===== src/common/chov_map.svh =====
`ifndef CHOV_MAP_SVH
`define CHOV_MAP_SVH

// Register offsets on the register port
`define CHOV_OFS_LF_OVER_THR 8'h93
`define CHOV_OFS_HF_FLT 8'h94

// Reset values
`define CHOV_RST_LF_OVER_THR 8'hFF
`define CHOV_RST_HF_FLT 8'h00

// Debounce filter field positions
`define CHOV_OVER_DEB_MSB 7
`define CHOV_OVER_DEB_LSB 4
`define CHOV_UNDER_DEB_MSB 3
`define CHOV_UNDER_DEB_LSB 0

// Threshold scaling, in millivolts
`define CHOV_X1_BASE_MV 13'h00C8
`define CHOV_X1_STEP_MV 13'h0005
`define CHOV_X4_BASE_MV 13'h0320
`define CHOV_X4_STEP_MV 13'h0014

// Debounce timing
`define CHOV_CLK_PERIOD_NS 50
`define CHOV_DEB_BASE_NS 100
`define CHOV_DEB_MAX_NS 102400
`define CHOV_DEB_LAST_DOUBLING 4'h9
`define CHOV_DEB_BASE_CYC ((`CHOV_DEB_BASE_NS + `CHOV_CLK_PERIOD_NS - 1) / `CHOV_CLK_PERIOD_NS)
`define CHOV_DEB_MAX_CYC (`CHOV_DEB_MAX_NS / `CHOV_CLK_PERIOD_NS)

`endif


===== src/common/chov_pkg.sv =====
package chov_pkg;
    typedef logic [7:0] chov_code_t;
    typedef logic [3:0] chov_deb_sel_t;
    typedef logic [12:0] chov_mv_t;
    typedef logic [11:0] chov_cyc_t;
endpackage : chov_pkg


===== src/core/chov_ch8_regbank.sv =====
`timescale 1ns/1ns
`include "chov_map.svh"

module chov_ch8_regbank
    import chov_pkg::*;
(
    input wire logic i_clock, // 20 MHz system clock
    input wire logic i_rst_b, // Async reset, active low
    input wire logic i_reg_wr, // Register write strobe
    input wire logic i_reg_rd, // Register read strobe
    input wire logic [7:0] i_reg_addr, // Register offset
    input wire logic [7:0] i_reg_wdata, // Write data
    output logic [7:0] o_reg_rdata, // Read data, registered
    input wire logic i_range_scale_select, // 0 = unity, 1 = fourfold
    input wire logic [12:0] i_lf_volt_mv, // Filtered channel voltage, mV
    input wire logic i_hf_over_cmp, // Raw HF overvoltage comparator
    input wire logic i_hf_under_cmp, // Raw HF undervoltage comparator
    output logic o_lf_over_fault, // LF overvoltage fault
    output logic o_hf_over_fault, // Debounced HF overvoltage fault
    output logic o_hf_under_fault // Debounced HF undervoltage fault
);

    ////////////////////////////////////////////////////////////////////////////////
    // Helpers

    // Threshold code to millivolts for the selected range
    function automatic chov_mv_t thr_mv(input chov_code_t code, input logic x4);
        chov_mv_t c;
        c = {5'h00, code};
        if (x4) begin
            thr_mv = 13'(`CHOV_X4_BASE_MV + c * `CHOV_X4_STEP_MV);
        end else begin
            thr_mv = 13'(`CHOV_X1_BASE_MV + c * `CHOV_X1_STEP_MV);
        end
    endfunction : thr_mv

    // Debounce code to clock cycles; the top codes saturate
    function automatic chov_cyc_t deb_cycles(input chov_deb_sel_t sel);
        if (sel > `CHOV_DEB_LAST_DOUBLING) begin
            deb_cycles = 12'(`CHOV_DEB_MAX_CYC);
        end else begin
            deb_cycles = 12'(12'(`CHOV_DEB_BASE_CYC) << sel);
        end
    endfunction : deb_cycles

    // Reference table, halving down from the longest setting
    function automatic chov_cyc_t ref_deb_cycles(input chov_deb_sel_t sel);
        case (sel)
            4'h0: ref_deb_cycles = 12'(`CHOV_DEB_MAX_CYC >> 10);
            4'h1: ref_deb_cycles = 12'(`CHOV_DEB_MAX_CYC >> 9);
            4'h2: ref_deb_cycles = 12'(`CHOV_DEB_MAX_CYC >> 8);
            4'h3: ref_deb_cycles = 12'(`CHOV_DEB_MAX_CYC >> 7);
            4'h4: ref_deb_cycles = 12'(`CHOV_DEB_MAX_CYC >> 6);
            4'h5: ref_deb_cycles = 12'(`CHOV_DEB_MAX_CYC >> 5);
            4'h6: ref_deb_cycles = 12'(`CHOV_DEB_MAX_CYC >> 4);
            4'h7: ref_deb_cycles = 12'(`CHOV_DEB_MAX_CYC >> 3);
            4'h8: ref_deb_cycles = 12'(`CHOV_DEB_MAX_CYC >> 2);
            4'h9: ref_deb_cycles = 12'(`CHOV_DEB_MAX_CYC >> 1);
            default: ref_deb_cycles = 12'(`CHOV_DEB_MAX_CYC);
        endcase
    endfunction : ref_deb_cycles

    ////////////////////////////////////////////////////////////////////////////////
    // Registers

    chov_code_t lowfreq_over_threshold_ff;
    logic [7:0] highfreq_fault_filter_ff;
    chov_deb_sel_t over_debounce_sel;
    chov_deb_sel_t under_debounce_sel;
    logic wr_thr;
    logic wr_flt;

    assign wr_thr = i_reg_wr && (i_reg_addr == `CHOV_OFS_LF_OVER_THR);
    assign wr_flt = i_reg_wr && (i_reg_addr == `CHOV_OFS_HF_FLT);
    assign over_debounce_sel = highfreq_fault_filter_ff[`CHOV_OVER_DEB_MSB:`CHOV_OVER_DEB_LSB];
    assign under_debounce_sel =
        highfreq_fault_filter_ff[`CHOV_UNDER_DEB_MSB:`CHOV_UNDER_DEB_LSB];

    // Threshold register, all ones so it starts at the highest limit of either range
    always_ff @(posedge i_clock or negedge i_rst_b) begin
        if (!i_rst_b) begin
            lowfreq_over_threshold_ff <= `CHOV_RST_LF_OVER_THR;
        end else if (wr_thr) begin
            lowfreq_over_threshold_ff <= i_reg_wdata;
        end
    end

    // Debounce filter register; saturating codes are accepted as written
    always_ff @(posedge i_clock or negedge i_rst_b) begin
        if (!i_rst_b) begin
            highfreq_fault_filter_ff <= `CHOV_RST_HF_FLT;
        end else if (wr_flt) begin
            highfreq_fault_filter_ff <= i_reg_wdata;
        end
    end

    // Read data; unmapped offsets read zero
    always_ff @(posedge i_clock or negedge i_rst_b) begin
        if (!i_rst_b) begin
            o_reg_rdata <= 8'h00;
        end else if (i_reg_rd) begin
            case (i_reg_addr)
                `CHOV_OFS_LF_OVER_THR: o_reg_rdata <= lowfreq_over_threshold_ff;
                `CHOV_OFS_HF_FLT: o_reg_rdata <= highfreq_fault_filter_ff;
                default: o_reg_rdata <= 8'h00;
            endcase
        end
    end

    ////////////////////////////////////////////////////////////////////////////////
    // Low-frequency overvoltage compare

    chov_mv_t lf_limit_mv;

    assign lf_limit_mv = thr_mv(lowfreq_over_threshold_ff, i_range_scale_select);

    // Strict compare: sitting exactly on the threshold is not a fault
    always_ff @(posedge i_clock or negedge i_rst_b) begin
        if (!i_rst_b) begin
            o_lf_over_fault <= 1'b0;
        end else begin
            o_lf_over_fault <= (i_lf_volt_mv > lf_limit_mv);
        end
    end

    ////////////////////////////////////////////////////////////////////////////////
    // High-frequency debounce

    chov_cyc_t ov_cnt_ff;
    chov_cyc_t uv_cnt_ff;
    chov_cyc_t ov_limit;
    chov_cyc_t uv_limit;

    assign ov_limit = deb_cycles(over_debounce_sel);
    assign uv_limit = deb_cycles(under_debounce_sel);

    // Overvoltage: output moves only after limit cycles of a steady new level
    always_ff @(posedge i_clock or negedge i_rst_b) begin
        if (!i_rst_b) begin
            ov_cnt_ff <= 12'h000;
            o_hf_over_fault <= 1'b0;
        end else if (i_hf_over_cmp == o_hf_over_fault) begin
            ov_cnt_ff <= 12'h000;
        end else if (ov_cnt_ff >= ov_limit - 12'h001) begin
            ov_cnt_ff <= 12'h000;
            o_hf_over_fault <= i_hf_over_cmp;
        end else begin
            ov_cnt_ff <= ov_cnt_ff + 12'h001;
        end
    end

    // Undervoltage: same filter; >= guards a limit shortened mid-count
    always_ff @(posedge i_clock or negedge i_rst_b) begin
        if (!i_rst_b) begin
            uv_cnt_ff <= 12'h000;
            o_hf_under_fault <= 1'b0;
        end else if (i_hf_under_cmp == o_hf_under_fault) begin
            uv_cnt_ff <= 12'h000;
        end else if (uv_cnt_ff >= uv_limit - 12'h001) begin
            uv_cnt_ff <= 12'h000;
            o_hf_under_fault <= i_hf_under_cmp;
        end else begin
            uv_cnt_ff <= uv_cnt_ff + 12'h001;
        end
    end

    ////////////////////////////////////////////////////////////////////////////////
    // Checks

    // Set once any register is written, so reset values can be checked
    logic touched_ff;
    always_ff @(posedge i_clock or negedge i_rst_b) begin
        if (!i_rst_b) begin
            touched_ff <= 1'b0;
        end else if (wr_thr || wr_flt) begin
            touched_ff <= 1'b1;
        end
    end

    a_thr_reset_value: assert property (@(posedge i_clock) disable iff (!i_rst_b)
        !touched_ff |-> lowfreq_over_threshold_ff == 8'hFF)
        else $error("threshold not at reset value");

    a_thr_write_hold: assert property (@(posedge i_clock) disable iff (!i_rst_b)
        wr_thr |=> (lowfreq_over_threshold_ff == $past(i_reg_wdata)) ##1
        ($past(wr_thr) || $stable(lowfreq_over_threshold_ff)))
        else $error("threshold write or hold wrong");

    a_flt_reset_value: assert property (@(posedge i_clock) disable iff (!i_rst_b)
        !touched_ff |-> highfreq_fault_filter_ff == 8'h00)
        else $error("filter not at reset value");

    a_x1_top_edge: assert property (@(posedge i_clock) disable iff (!i_rst_b)
        (!i_range_scale_select && lowfreq_over_threshold_ff == 8'hFF && !wr_thr)
        |=> o_lf_over_fault == ($past(i_lf_volt_mv) > 13'd1475))
        else $error("unity scale top threshold wrong");

    a_x4_low_edge: assert property (@(posedge i_clock) disable iff (!i_rst_b)
        (i_range_scale_select && lowfreq_over_threshold_ff == 8'h01)
        |=> o_lf_over_fault == ($past(i_lf_volt_mv) > 13'd820))
        else $error("fourfold scale step wrong");

    a_lf_fault_cause: assert property (@(posedge i_clock) disable iff (!i_rst_b)
        $rose(o_lf_over_fault) |-> $past(i_lf_volt_mv) > $past(lf_limit_mv))
        else $error("lf fault without cause");

    a_over_debounce_sel_short: assert property (@(posedge i_clock) disable iff (!i_rst_b)
        (over_debounce_sel == 4'h0 && !wr_flt && !o_hf_over_fault && i_hf_over_cmp)
        ##1 i_hf_over_cmp |=> o_hf_over_fault)
        else $error("ov debounce of two cycles missed");

    a_over_debounce_sel_early: assert property (@(posedge i_clock) disable iff (!i_rst_b)
        $rose(o_hf_over_fault) |-> $past(ov_cnt_ff) >= $past(ov_limit) - 12'h001)
        else $error("ov fault asserted before debounce time");

    a_under_debounce_sel_early: assert property (@(posedge i_clock) disable iff (!i_rst_b)
        $changed(o_hf_under_fault) |-> $past(uv_cnt_ff) >= $past(uv_limit) - 12'h001)
        else $error("uv fault moved before debounce time");

    a_deb_doubling: assert property (@(posedge i_clock) disable iff (!i_rst_b)
        over_debounce_sel == 4'h9 |-> ov_limit == 12'd1024)
        else $error("doubling code cycles wrong");

    a_deb_saturate: assert property (@(posedge i_clock) disable iff (!i_rst_b)
        under_debounce_sel >= 4'hA |-> uv_limit == 12'd2048)
        else $error("saturated code cycles wrong");

    // Reference run lengths, kept apart from the filter counters
    chov_cyc_t ov_run_ff;
    chov_cyc_t uv_run_ff;
    logic ov_seen_ff;
    logic uv_seen_ff;
    chov_cyc_t ov_ref_lim;
    chov_cyc_t uv_ref_lim;

    assign ov_ref_lim = ref_deb_cycles(over_debounce_sel);
    assign uv_ref_lim = ref_deb_cycles(under_debounce_sel);

    // A fresh output level is timed afresh, just as the filter restarts
    always_ff @(posedge i_clock or negedge i_rst_b) begin
        if (!i_rst_b) begin
            ov_seen_ff <= 1'b0;
            ov_run_ff <= 12'h000;
        end else begin
            ov_seen_ff <= o_hf_over_fault;
            if (i_hf_over_cmp == o_hf_over_fault) begin
                ov_run_ff <= 12'h000;
            end else if (o_hf_over_fault != ov_seen_ff) begin
                ov_run_ff <= 12'h001;
            end else begin
                ov_run_ff <= ov_run_ff + 12'h001;
            end
        end
    end

    // Same reference for the undervoltage path
    always_ff @(posedge i_clock or negedge i_rst_b) begin
        if (!i_rst_b) begin
            uv_seen_ff <= 1'b0;
            uv_run_ff <= 12'h000;
        end else begin
            uv_seen_ff <= o_hf_under_fault;
            if (i_hf_under_cmp == o_hf_under_fault) begin
                uv_run_ff <= 12'h000;
            end else if (o_hf_under_fault != uv_seen_ff) begin
                uv_run_ff <= 12'h001;
            end else begin
                uv_run_ff <= uv_run_ff + 12'h001;
            end
        end
    end

    a_thr_hold: assert property (@(posedge i_clock) disable iff (!i_rst_b)
        !wr_thr |=> $stable(lowfreq_over_threshold_ff))
        else $error("threshold moved without a write");

    a_flt_write_load: assert property (@(posedge i_clock) disable iff (!i_rst_b)
        wr_flt |=> highfreq_fault_filter_ff == $past(i_reg_wdata))
        else $error("filter write lost");

    a_rdata_thr: assert property (@(posedge i_clock) disable iff (!i_rst_b)
        (i_reg_rd && i_reg_addr == `CHOV_OFS_LF_OVER_THR)
        |=> o_reg_rdata == $past(lowfreq_over_threshold_ff))
        else $error("threshold read wrong");

    a_rdata_flt: assert property (@(posedge i_clock) disable iff (!i_rst_b)
        (i_reg_rd && i_reg_addr == `CHOV_OFS_HF_FLT)
        |=> o_reg_rdata == $past(highfreq_fault_filter_ff))
        else $error("filter read wrong");

    a_ov_table: assert property (@(posedge i_clock) disable iff (!i_rst_b)
        ov_limit == ov_ref_lim)
        else $error("ov debounce cycles off table");

    a_uv_table: assert property (@(posedge i_clock) disable iff (!i_rst_b)
        uv_limit == uv_ref_lim)
        else $error("uv debounce cycles off table");

    a_ov_not_early: assert property (@(posedge i_clock) disable iff (!i_rst_b)
        $changed(o_hf_over_fault) |-> $past(ov_run_ff) + 12'h001 >= $past(ov_ref_lim))
        else $error("ov fault moved early");

    a_uv_not_early: assert property (@(posedge i_clock) disable iff (!i_rst_b)
        $changed(o_hf_under_fault) |-> $past(uv_run_ff) + 12'h001 >= $past(uv_ref_lim))
        else $error("uv fault moved early");

    a_ov_on_time: assert property (@(posedge i_clock) disable iff (!i_rst_b)
        (i_hf_over_cmp != o_hf_over_fault && o_hf_over_fault == ov_seen_ff
        && ov_run_ff + 12'h001 >= ov_ref_lim) |=> $changed(o_hf_over_fault))
        else $error("ov fault held past its debounce time");

    a_uv_on_time: assert property (@(posedge i_clock) disable iff (!i_rst_b)
        (i_hf_under_cmp != o_hf_under_fault && o_hf_under_fault == uv_seen_ff
        && uv_run_ff + 12'h001 >= uv_ref_lim) |=> $changed(o_hf_under_fault))
        else $error("uv fault held past its debounce time");

endmodule : chov_ch8_regbank


===== config.mk =====
export PLATFORM = sky130hd
export DESIGN_NAME = chov_ch8_regbank
export DESIGN_NICKNAME = d
export VERILOG_FILES = /design/src/common/chov_pkg.sv /design/src/core/chov_ch8_regbank.sv
export VERILOG_INCLUDE_DIRS = /design/src /design/src/common
export SDC_FILE = /design/constraint.sdc
export NUM_CORES = 1
export LEC_CHECK = 0
export ABC_AREA = 1
export BUFFER_PORTS_ARGS = -buffer_cell sky130_fd_sc_hd__buf_4
export CAP_MARGIN = 15
export CORE_ASPECT_RATIO = 1.25
export CORE_MARGIN = 1
export CORE_UTILIZATION = 56
export CTS_BUF_LIST = sky130_fd_sc_hd__clkbuf_8
export CTS_CLUSTER_SIZE = 14
export DETAILED_ROUTE_END_ITERATION = 10
export PLACE_DENSITY = 0.77
export SLEW_MARGIN = 10
export SYNTH_ARGS = -nofsm -noshare
export SYNTH_HDL_FRONTEND = slang
export SYNTH_SLANG_ARGS = --single-unit

===== constraint.sdc =====
create_clock -name i_clock -period 9.2 [get_ports i_clock]
set_input_delay 2.76 -clock i_clock [delete_from_list [all_inputs] [get_ports i_clock]]
set_output_delay 2.76 -clock i_clock [all_outputs]
set_load 0.01 [all_outputs]

==> summary.md, run 1 <==
| Metric | Value |
|---|---|
| Later-pin clock latency in the skew report | `0.30 ns` |
| Cell types occupying the most area after synthesis | `dfrtp_1 25%, ha_1 18%, nand2_1 11%` |
| Number of synthesized flops with an enable pin | `0` |
| Setup TNS Final | `0 ns` |
| Slew @ Worst Pin | `0.649 ns` |
| Most used routing layer | `met2` |
| Unrepaired setup endpoints after global routing | `false` |
| Total die area | `8180 um2` |
| Clock slew at reported path FFs | `0.09 ns` |
| CP max stage cell | `ha_1` |
| Non-filler cells, final | `716` |
| Final setup fails | `0` |
| Synth Net Count | `680` |
| R2r setup slk | `5.84 ns` |
| Post-Synth Adder-Cell Area | `19.1%` |
| Most common cell after layout, fill and taps aside | `nand2_1` |
| WHS | `0.491 ns` |
| Pwr dens | `124 nW/um2` |
| Leading cell types in the layout, fill and taps excluded | `133 x nand2_1, 77 x inv_1, 62 x ha_1, 50 x nor2_1, 46 x buf_4` |
| Hold endpoint | `o_reg_rdata[7]` |
| Hold Violations, Final | `0` |
| Max Cap Viol | `0` |
| Diode count | `0` |
| M2 GR Usage | `46.5%` |
| Critical Path RT | `9.43 ns` |
| H-tree Lvls | `2` |
| Cts repair resizes | `0` |
| 1st-iter DRT viols | `149` |
| Via Count | `3888` |
| HPWL after DPL | `7510 um` |
| Pin count of the biggest net entering global routing | `52` |
| Hold-fix buffers, CTS | `0` |
| GP Congestion | `0.839` |
| Drt drc | `0` |
| Crit path max fanout | `15` |
| Met3 Usage GRT | `3.35%` |
| Crit path capture type | `flip-flop` |
| Clk_skew | `0.00486 ns` |
| Leak Pwr | `2.55 nW` |
| Worst Path Arrival | `4.07 ns` |
| Worst slew margin | `56.7%` |
| Final worst setup slack | `5.36 ns` |
| Root Buffer Master | `clkbuf_8` |
| Worst min-delay path class | `reg -> reg` |
| Largest family of logic cells by synthesized area | `simple AND/OR/NAND/NOR gates` |
| Fin. max-slew vios | `0` |
| Top Ports | `47` |
| Place WS | `5.02 ns` |
| Status | `finished, final reports clean` |
| DIE HEIGHT | `101 um` |
| Simple-Gate Fraction of Synth Area | `26.3%` |
| Sequential share of the synthesized area | `29.4%` |
| Area fraction in compound gates after synthesis | `11.9%` |
| Crit Path Class | `in -> reg` |
| Post-synth top flop | `dfrtp_1` |
| Die X | `81.1 um` |
| Worst path bufs/invs | `2` |
| Multiplexer share of the synthesized area | `0.229%` |
| Antenna violations before repair | `0` |
| Hold Path Origin | `o_reg_rdata[7]` |
| RR Startpoint | `lowfreq_over_threshold_ff[5]` |
| Avg Inst Size Synth | `7.56 um2` |
| Placed cell count | `708` |
| First-pass GRT wire length | `16200 um` |
| CTS tree | `yes` |
| CTS Sinks | `51` |
| Largest delay share family, worst path | `compound AO/OA/AOI/OAI gates` |
| Port bufs | `46` |
| CTS max path bufs | `2` |
| Ys async rst share | `100%` |
| Final Cycle Share | `41.7%` |
| Drt first pass iters | `4` |
| Final Critical Period | `3.84 ns` |
| FP Rows | `35` |
| M1 GR Usage | `28.1%` |
| Layout cells sized above 1 | `14.7%` |
| Core Box Area | `7490 um2` |
| Antenna Violating Nets Remaining | `0` |
| Number of synthesized register bits | `51` |
| Post-synthesis cell type count | `41` |
| TritonCTS Buffers | `5` |
| Fin nets | `724` |
| Reg2reg path depth | `16` |
| Synth Cell Area | `4380 um2` |
| Startpoint class of the critical path | `primary input` |
| Mean routed wirelength per cell | `12.8 um` |
| Crit-path cells | `buf_4, inv_1, nand2_1, o21ai_0, ha_1, nand2_1, nor3_1, o21ai_0, a21oi_1` |
| Post-Route WL | `9130 um` |
| Avg Vias per Cell | `5.43` |
| Slowest Stage Delay on Critical Path | `0.33 ns` |
| Worst hold stages | `2` |
| Vias in the first global route | `3938` |
| Syn Inst Count | `579` |
| Overall Power | `0.606 mW` |
| Maximum vdd drop | `0.111 mV` |
| Yosys Warn Count | `0` |
| Reg2reg end | `o_lf_over_fault` |
| Starting Density | `58.5%` |
| Synth top area share | `24.6%` |
| Fmax | `261 MHz` |
| Cell taking the most area after synthesis | `dfrtp_1` |
| Post-Synth XOR/XNOR Area | `5.00%` |
| Gr usage total | `25.2%` |
| Setup Buffers After CTS | `0` |
| Grt ovf | `0` |
| Area grow syn2layout | `11.5%` |
metal layers:
layer  part of all wire [%]  vias up
li1                       -     1997
met3                    2.4       27
met4                    3.2        0
met2                     52       75
met1                     42     1789
met5                      0        -
tightest hold or removal path, stage by stage (launching register included):
cell     delay (ns)
dfrtp_1        0.36
nand2_1        0.05
nand2_1        0.05
Yosys cell counts (2+ instances only):
cell	number
dfstp_2	8
buf_6	3
nor2_1	50
nor3_2	2
a21o_1	2
xnor2_1	7
or2_2	3
nor3_1	14
nand4_1	13
nand2_4	2
xor2_1	18
o21ai_2	13
a21oi_1	31
fa_1	3
ha_1	62
buf_2	2
nand2_2	3
o21ai_1	5
a31oi_1	5
o21a_1	2
nor2_2	2
o21ai_0	25
clkbuf_1	3
nand2_1	133
inv_1	76
inv_2	2
dfrtp_1	43
o22ai_1	5
nand3_1	30
metrics by stage:
step / cell area, um2 / util [%]
after CTS: 4880 / 65.2
after detailed placement: 4780 / 63.8
after floorplan: 4380 / -
after global placement: 4780 / 63.8
after global routing: 4880 / 65.2
final: 4880 / 65.2
flip-flops by register name, indices dropped and copies added (netlist names):
name                       count
o_reg_rdata                    8
uv_cnt_ff                     12
lowfreq_over_threshold_ff      8
o_lf_over_fault                1
o_hf_over_fault                1
highfreq_fault_filter_ff       8
o_hf_under_fault               1
ov_cnt_ff                     12
kinds of logic (layout without fill, tap and decap cells):
group | Yosys count | after routing
flops | 51 | 51
xor+xnor | 25 | 25
buf+inv | 88 | 133
compound gates | 89 | 89
simple gates | 260 | 260
fa+ha+maj | 65 | 65
mux | 1 | 1
final cells by class:
| cell class | instances | area [um2] |
|---|---|---|
| clock buffer | 7 | 96.3 |
| clock inverter | 1 | 3.75 |
| fill | 644 | 2610 |
| inverter | 79 | 298 |
| multi-input combinational | 440 | 2740 |
| sequential | 51 | 1290 |
| tap | 92 | 115 |
| timing repair buffer | 46 | 345 |
where the power goes:
group,internal (mW),switching [mW],leakage [nW]
logic,0.0819,0.122,1.82
registers,0.243,0.0188,0.666
clock network,0.0677,0.0724,0.0557
how the worst max path moves through the flow:
stage,depth (start not counted),start,slack [ns],endpoint
after floorplan,11,i_range_scale_select,5.01,o_lf_over_fault
after global placement,9,i_range_scale_select,5.14,o_lf_over_fault
after detailed placement,9,i_range_scale_select,5.02,o_lf_over_fault
after CTS,9,i_range_scale_select,5.35,o_lf_over_fault
after global routing,9,i_range_scale_select,5.22,o_lf_over_fault
final,9,i_range_scale_select,5.36,o_lf_over_fault
(Power assumes the default switching activity.)
==> inputs of run 2 (changes only) <==
clock period = 3.7 ns   (was 9.2 ns; I/O delays follow)
==> run 2 against run 1 <==
Sequential power grew 150%. Power grew to 2.5 times the previous value. Setup slack worse by 4.9 ns. Design area up 0.13%. Sequential cell count unchanged. Clock skew about the same. Critical endpoint unchanged. Largest power group unchanged. Highest routed layer unchanged.
==> summary.md, run 2 (synthesis results as in run 1) <==
| Metric | Value |
|---|---|
| Gr usage total | `24.9% (-0.35 points)` |
| Later-pin clock latency in the skew report | `0.30 ns (about the same)` |
| Vias in the first global route | `3819 (-3.0%)` |
| Crit path max fanout | `7 (-8)` |
| CTS Sinks | `51 (unchanged)` |
| Worst slew margin | `57.9% (+1.2 points)` |
| Grt ovf | `0 (unchanged)` |
| HPWL after DPL | `7480 um (-0.37%)` |
| Root Buffer Master | `clkbuf_8` |
| Slew @ Worst Pin | `0.631 ns (-0.0177 ns)` |
| Total die area | `8180 um2 (unchanged)` |
| Pin count of the biggest net entering global routing | `52 (unchanged)` |
| Drt drc | `0 (unchanged)` |
| 1st-iter DRT viols | `127 (-15%)` |
| Metal3 WL | `216 um (-3.1%)` |
| Fin nets | `724 (unchanged)` |
| Critical Path RT | `3.93 ns (-5.50 ns)` |
| Startpoint class of the critical path | `flip-flop` |
| Fin. max-slew vios | `0 (unchanged)` |
| Via Count | `3880 (-0.21%)` |
| Die X | `81.1 um (unchanged)` |
| Pwr dens | `312 nW/um2 (+150%)` |
| Worst min-delay path class | `reg -> reg` |
| RR Startpoint | `lowfreq_over_threshold_ff[5]` |
| CP max stage cell | `dfstp_2` |
| Avg Vias per Cell | `5.42 (-0.21%)` |
| Maximum vdd drop | `0.255 mV (+130%)` |
| Core Box Area | `7490 um2 (unchanged)` |
| Crit path capture type | `flip-flop` |
| Leading cell types in the layout, fill and taps excluded | `133 x nand2_1, 78 x inv_1, 62 x ha_1, 50 x nor2_1, 46 x buf_4` |
| TritonCTS Buffers | `5 (unchanged)` |
| Fmax | `306 MHz` |
| CTS max path bufs | `2 (unchanged)` |
| First-pass GRT wire length | `15900 um (-1.5%)` |
| Reg2reg end | `o_lf_over_fault` |
| Drt first pass iters | `4 (unchanged)` |
| Setup TNS Final | `0 ns (unchanged)` |
| Hold-fix buffers, CTS | `0 (unchanged)` |
| Post-Route WL | `9060 um (-0.79%)` |
| CTS tree | `yes` |
| Highest metal layer with signal wires | `met4` |
| Antenna violations before repair | `0 (unchanged)` |
| Largest regs | `ov_cnt_ff x12, uv_cnt_ff x12` |
| Top Ports | `47 (unchanged)` |
| Met1 WL | `3790 um (-1.1%)` |
| Crit-path cells | `ha_1, ha_1, nand2_1, inv_1, nor2_1, ha_1, nor2_1, o21ai_2, xnor2_1, nand2_1, o21ai_0, ha_1, nand2_1, nor3_1, o21ai_0, a21oi_1` |
| DIE HEIGHT | `101 um (unchanged)` |
| Diode count | `0 (unchanged)` |
| R2r setup slk | `0.43 ns (-5.41 ns)` |
| Hold Violations, Final | `0 (unchanged)` |
| Cell mode on critical path | `ha_1` |
| Unrepaired setup endpoints after global routing | `false` |
| Worst path bufs/invs | `1 (-1)` |
| Clk_skew | `0.00439 ns (-0.000462 ns)` |
| GP Congestion | `0.849 (+1.3%)` |
| Most common cell after layout, fill and taps aside | `nand2_1` |
| Layout cells sized above 1 | `14.6% (-0.16 points)` |
| Antenna Violating Nets Remaining | `0 (unchanged)` |
| Status | `finished, final reports clean` |
| Area grow syn2layout | `11.6%` |
| Port bufs | `46 (unchanged)` |
| Filler Cell Count | `643 (-0.16%)` |
| Met2 wire length | `4700 um (-1.6%)` |
| Place WS | `0.479 ns (-4.54 ns)` |
| Largest delay share family, worst path | `adder cells` |
| Final Critical Period | `3.27 ns` |
| Mean routed wirelength per cell | `12.7 um (-0.79%)` |
| Clock slew at reported path FFs | `0.09 ns (about the same)` |
| Worst hold stages | `1 (-1)` |
| Max Cap Viol | `0 (unchanged)` |
| Hold endpoint | `ov_cnt_ff[0]` |
| Hold Path Origin | `ov_cnt_ff[0]` |
| Starting Density | `58.5% (unchanged)` |
| Worst Path Arrival | `3.50 ns (-0.57 ns)` |
| Share of the core filled with cells | `65.2% (+0.084 points)` |
| Setup Buffers After CTS | `0 (unchanged)` |
| Reg2reg path depth | `16 (unchanged)` |
| FP Rows | `35 (unchanged)` |
| H-tree Lvls | `2 (unchanged)` |
| Final setup fails | `0 (unchanged)` |
| Worst setup path start | `lowfreq_over_threshold_ff[5]` |
| Final worst setup slack | `0.427 ns (-4.94 ns)` |
| Cts repair resizes | `0 (unchanged)` |
| WHS | `0.491 ns (+0.000212 ns)` |
| Final Cycle Share | `88.5%` |
| Slowest Stage Delay on Critical Path | `0.62 ns (+0.29 ns)` |
| Crit Path Class | `reg -> reg` |
| Leak Pwr | `2.55 nW (+0.20%)` |
## run 2: cell types whose count changed in the layout (fill, tap and decap cells not counted), sizes merged
cell    delta
inv        +1
bufinv     +1
clkbuf     -2
## run 2: through the flow
step | cell area, um2 | total power [mW] | cells
CTS | 4890 | 1.55 | 716
finish | 4890 | 1.52 | 716
global route | 4890 | 1.65 | 716
floorplan | 4380 | 1.01 | 579
detailed placement | 4780 | 1.17 | 708
global placement | 4780 | 1.15 | 708
## run 2: how the worst max path moves through the flow
| stage | to | slack, ns | depth (start not counted) |
|---|---|---|---|
| after floorplan | o_lf_over_fault | 0.76 | 16 |
| after global placement | o_lf_over_fault | 0.62 | 18 |
| after detailed placement | o_lf_over_fault | 0.48 | 16 |
| after CTS | o_lf_over_fault | 0.46 | 16 |
| after global routing | o_lf_over_fault | 0.17 | 16 |
| final | o_lf_over_fault | 0.43 | 16 |
## run 2: report_power, final
part	leakage, nW	internal [mW]	switching [mW]	total (mW)
Combinational	1.82	0.203	0.300	0.503
Clock	0.0607	0.197	0.174	0.371
Sequential	0.666	0.604	0.0470	0.651
## run 2: layout make-up
class,count,area (um2),area share (%)
multi-input cells,440,2740,56.0
flip-flops and latches,51,1290,26.3
repair buffers,46,345,7.07
inverters,79,298,6.09
well taps,92,115,2.36
clock buffers,5,68.8,1.41
clock inverters,3,37.5,0.768
## run 2: layer usage
metal | track usage (%) | vias to the layer above
li1 | - | 1999
met1 | 28.3 | 1794
met2 | 45.4 | 60
met3 | 2.81 | 27
met4 | 11.7 | 0
met5 | 0 | -
==> inputs of run 3 (changes only) <==
PLACE_DENSITY = 0.84   (was 0.77)
SLEW_MARGIN = 20   (was 10)
==> run 3 against run 2 <==
Count of clock-buffer cells in the layout grew 2. Critical path depth up 3. Cell count is the same. Clock skew up 0.0089 ns. Power decreased by 0.11%. Non-clock buffer count stayed put. Critical path type unchanged. Largest cell class unchanged.
==> summary.md, run 3 (synthesis results as in run 1) <==
| Metric | Value |
|---|---|
| Fin nets | `724 (unchanged)` |
| Max Cap Viol | `0 (unchanged)` |
| CTS tree | `yes` |
| Slew @ Worst Pin | `0.641 ns (+0.00934 ns)` |
| Startpoint class of the critical path | `flip-flop` |
| Antenna Violating Nets Remaining | `0 (unchanged)` |
| Filler Cell Count | `631 (-1.9%)` |
| Crit Path Class | `reg -> reg` |
| Fin. max-slew vios | `0 (unchanged)` |
| HPWL after DPL | `7830 um (+4.6%)` |
| Final Cycle Share | `89.6% (+1.1 points)` |
| Footprint of the multi-input gates | `2740 um2 (about the same)` |
| Die X | `81.1 um (unchanged)` |
| Drt first pass iters | `5 (+1)` |
| Later-pin clock latency in the skew report | `0.31 ns (about the same)` |
| Worst Path Arrival | `3.51 ns (about the same)` |
| TritonCTS Buffers | `5 (unchanged)` |
| Diode count | `0 (unchanged)` |
| Total die area | `8180 um2 (unchanged)` |
| Post-Route WL | `9840 um (+8.6%)` |
| Antenna violations before repair | `0 (unchanged)` |
| Placed cell count | `708 (unchanged)` |
| CTS Sinks | `51 (unchanged)` |
| Register area | `1290 um2 (unchanged)` |
| Unrepaired setup endpoints after global routing | `false` |
| Status | `finished, final reports clean` |
| Pin count of the biggest net entering global routing | `52 (unchanged)` |
| WHS | `0.475 ns (-0.0154 ns)` |
| GP Congestion | `0.901 (+6.1%)` |
| Maximum vdd drop | `0.274 mV (+7.3%)` |
| Non-filler cells, final | `716 (unchanged)` |
| Drt drc | `0 (unchanged)` |
| Gr usage total | `27.2% (+2.3 points)` |
| DIE HEIGHT | `101 um (unchanged)` |
| Port bufs | `46 (unchanged)` |
| Starting Density | `58.5% (unchanged)` |
| Critical Path RT | `3.90 ns (-0.03 ns)` |
| Grt ovf | `0 (unchanged)` |
| Final setup fails | `0 (unchanged)` |
| Pwr dens | `312 nW/um2 (-0.11%)` |
| Leading cell types in the layout, fill and taps excluded | `133 x nand2_1, 76 x inv_1, 61 x ha_1, 50 x nor2_1, 46 x buf_4` |
| Avg Vias per Cell | `5.54 (+2.2%)` |
| Root Buffer Master | `clkbuf_8` |
| Area grow syn2layout | `11.6% (unchanged)` |
| Setup TNS Final | `0 ns (unchanged)` |
| CTS max path bufs | `2 (unchanged)` |
| Mean routed wirelength per cell | `13.7 um (+8.6%)` |
| Setup Buffers After CTS | `0 (unchanged)` |
| H-tree Lvls | `2 (unchanged)` |
| Vias in the first global route | `4101 (+7.4%)` |
| FP Rows | `35 (unchanged)` |
| Worst min-delay path class | `reg -> reg` |
| Worst slew margin | `57.3% (-0.62 points)` |
| Most common cell after layout, fill and taps aside | `nand2_1` |
| First-pass GRT wire length | `17400 um (+8.8%)` |
| Crit path capture type | `flip-flop` |
| Leak Pwr | `2.54 nW (-0.52%)` |
| Clk_skew | `0.0133 ns (+0.00892 ns)` |
| Hold Violations, Final | `0 (unchanged)` |
| Final Critical Period | `3.32 ns (+0.0421 ns)` |
| Layout cells sized above 1 | `15.1% (+0.48 points)` |
| Via Count | `3964 (+2.2%)` |
| 1st-iter DRT viols | `177 (+39%)` |
| Core Box Area | `7490 um2 (unchanged)` |
| Crit path max fanout | `7 (unchanged)` |
| Clock slew at reported path FFs | `0.10 ns (about the same)` |
| Top Ports | `47 (unchanged)` |
| Fmax | `302 MHz (-1.3%)` |
| Largest regs | `ov_cnt_ff x12, uv_cnt_ff x12` |
run 3: cell types whose count changed in the layout (fill, tap and decap cells not counted), sizes merged:
cell / previous run / this run
inv: 80 / 78
clkinvlp: 0 / 1
clkbuf: 5 / 7
bufinv: 1 / 0
run 3: cell type report:
type                    instances  area share (%)
repair buffers                 46            7.07
inverters                      79            6.09
well taps                      92            2.36
multi-input cells             440            56.0
flip-flops and latches         51            26.3
clock buffers                   7            1.97
clock inverters                 1           0.154
run 3: worst paths after layout:
kind / from / end / slack [ns] / cells past startpoint
max: lowfreq_over_threshold_ff[1] / o_lf_over_fault / 0.38 / 19
min: uv_cnt_ff[0] / uv_cnt_ff[0] / 0.48 / 1
max reg2reg: lowfreq_over_threshold_ff[1] / o_lf_over_fault / 0.38 / 19
min reg2reg: uv_cnt_ff[0] / uv_cnt_ff[0] / 0.48 / 1
max in group asynchronous: i_rst_b / o_reg_rdata[5] / 2.44 / 1
min in group asynchronous: i_rst_b / uv_cnt_ff[9] / 0.81 / 1
run 3: metrics by stage:
step	power [mW]	cell area [um2]	setup slack (ns)	util, %
finish	1.52	4890	0.385	65.2
global route	1.64	4890	0.00959	65.2
CTS	1.53	4880	0.404	65.2
detailed placement	1.17	4780	0.422	63.8
global placement	1.15	4780	0.609	63.8
floorplan	1.01	4380	0.764	-
run 3: per-layer routing:
| metal | share of wire, % | vias up | track usage [%] |
|---|---|---|---|
| li1 | - | 2000 | - |
| met1 | 41 | 1836 | 30.0 |
| met2 | 52 | 92 | 47.9 |
| met3 | 2.8 | 36 | 4.43 |
| met4 | 4.4 | 0 | 16.8 |
| met5 | 0 | - | 0 |
run 3: repair_timing:
action | 4_1_cts | 5_1_grt
setup endpoints to repair | 0 | 1
resized for setup | 0 | 1
hold buffers | 0 | 0
run 3: power by group:
part	internal, mW	total [mW]	switching [mW]
Clock	0.170	0.356	0.186
Combinational	0.205	0.515	0.311
Sequential	0.604	0.651	0.0470
run 3: worst max-delay path, cell delays in order, from the launching register on:
cell     delay (ns)
dfstp_2        0.62
ha_1           0.26
ha_1           0.21
inv_1          0.07
fa_1           0.40
inv_1          0.09
ha_1           0.17
nand2_1        0.09
nand3_1        0.14
nand3_1        0.08
nand2_1        0.07
nand3_1        0.09
ha_1           0.28
nand2_1        0.05
inv_1          0.07
nand3_1        0.12
inv_1          0.11
nand4_1        0.08
nor3_1         0.16
a21oi_1        0.06
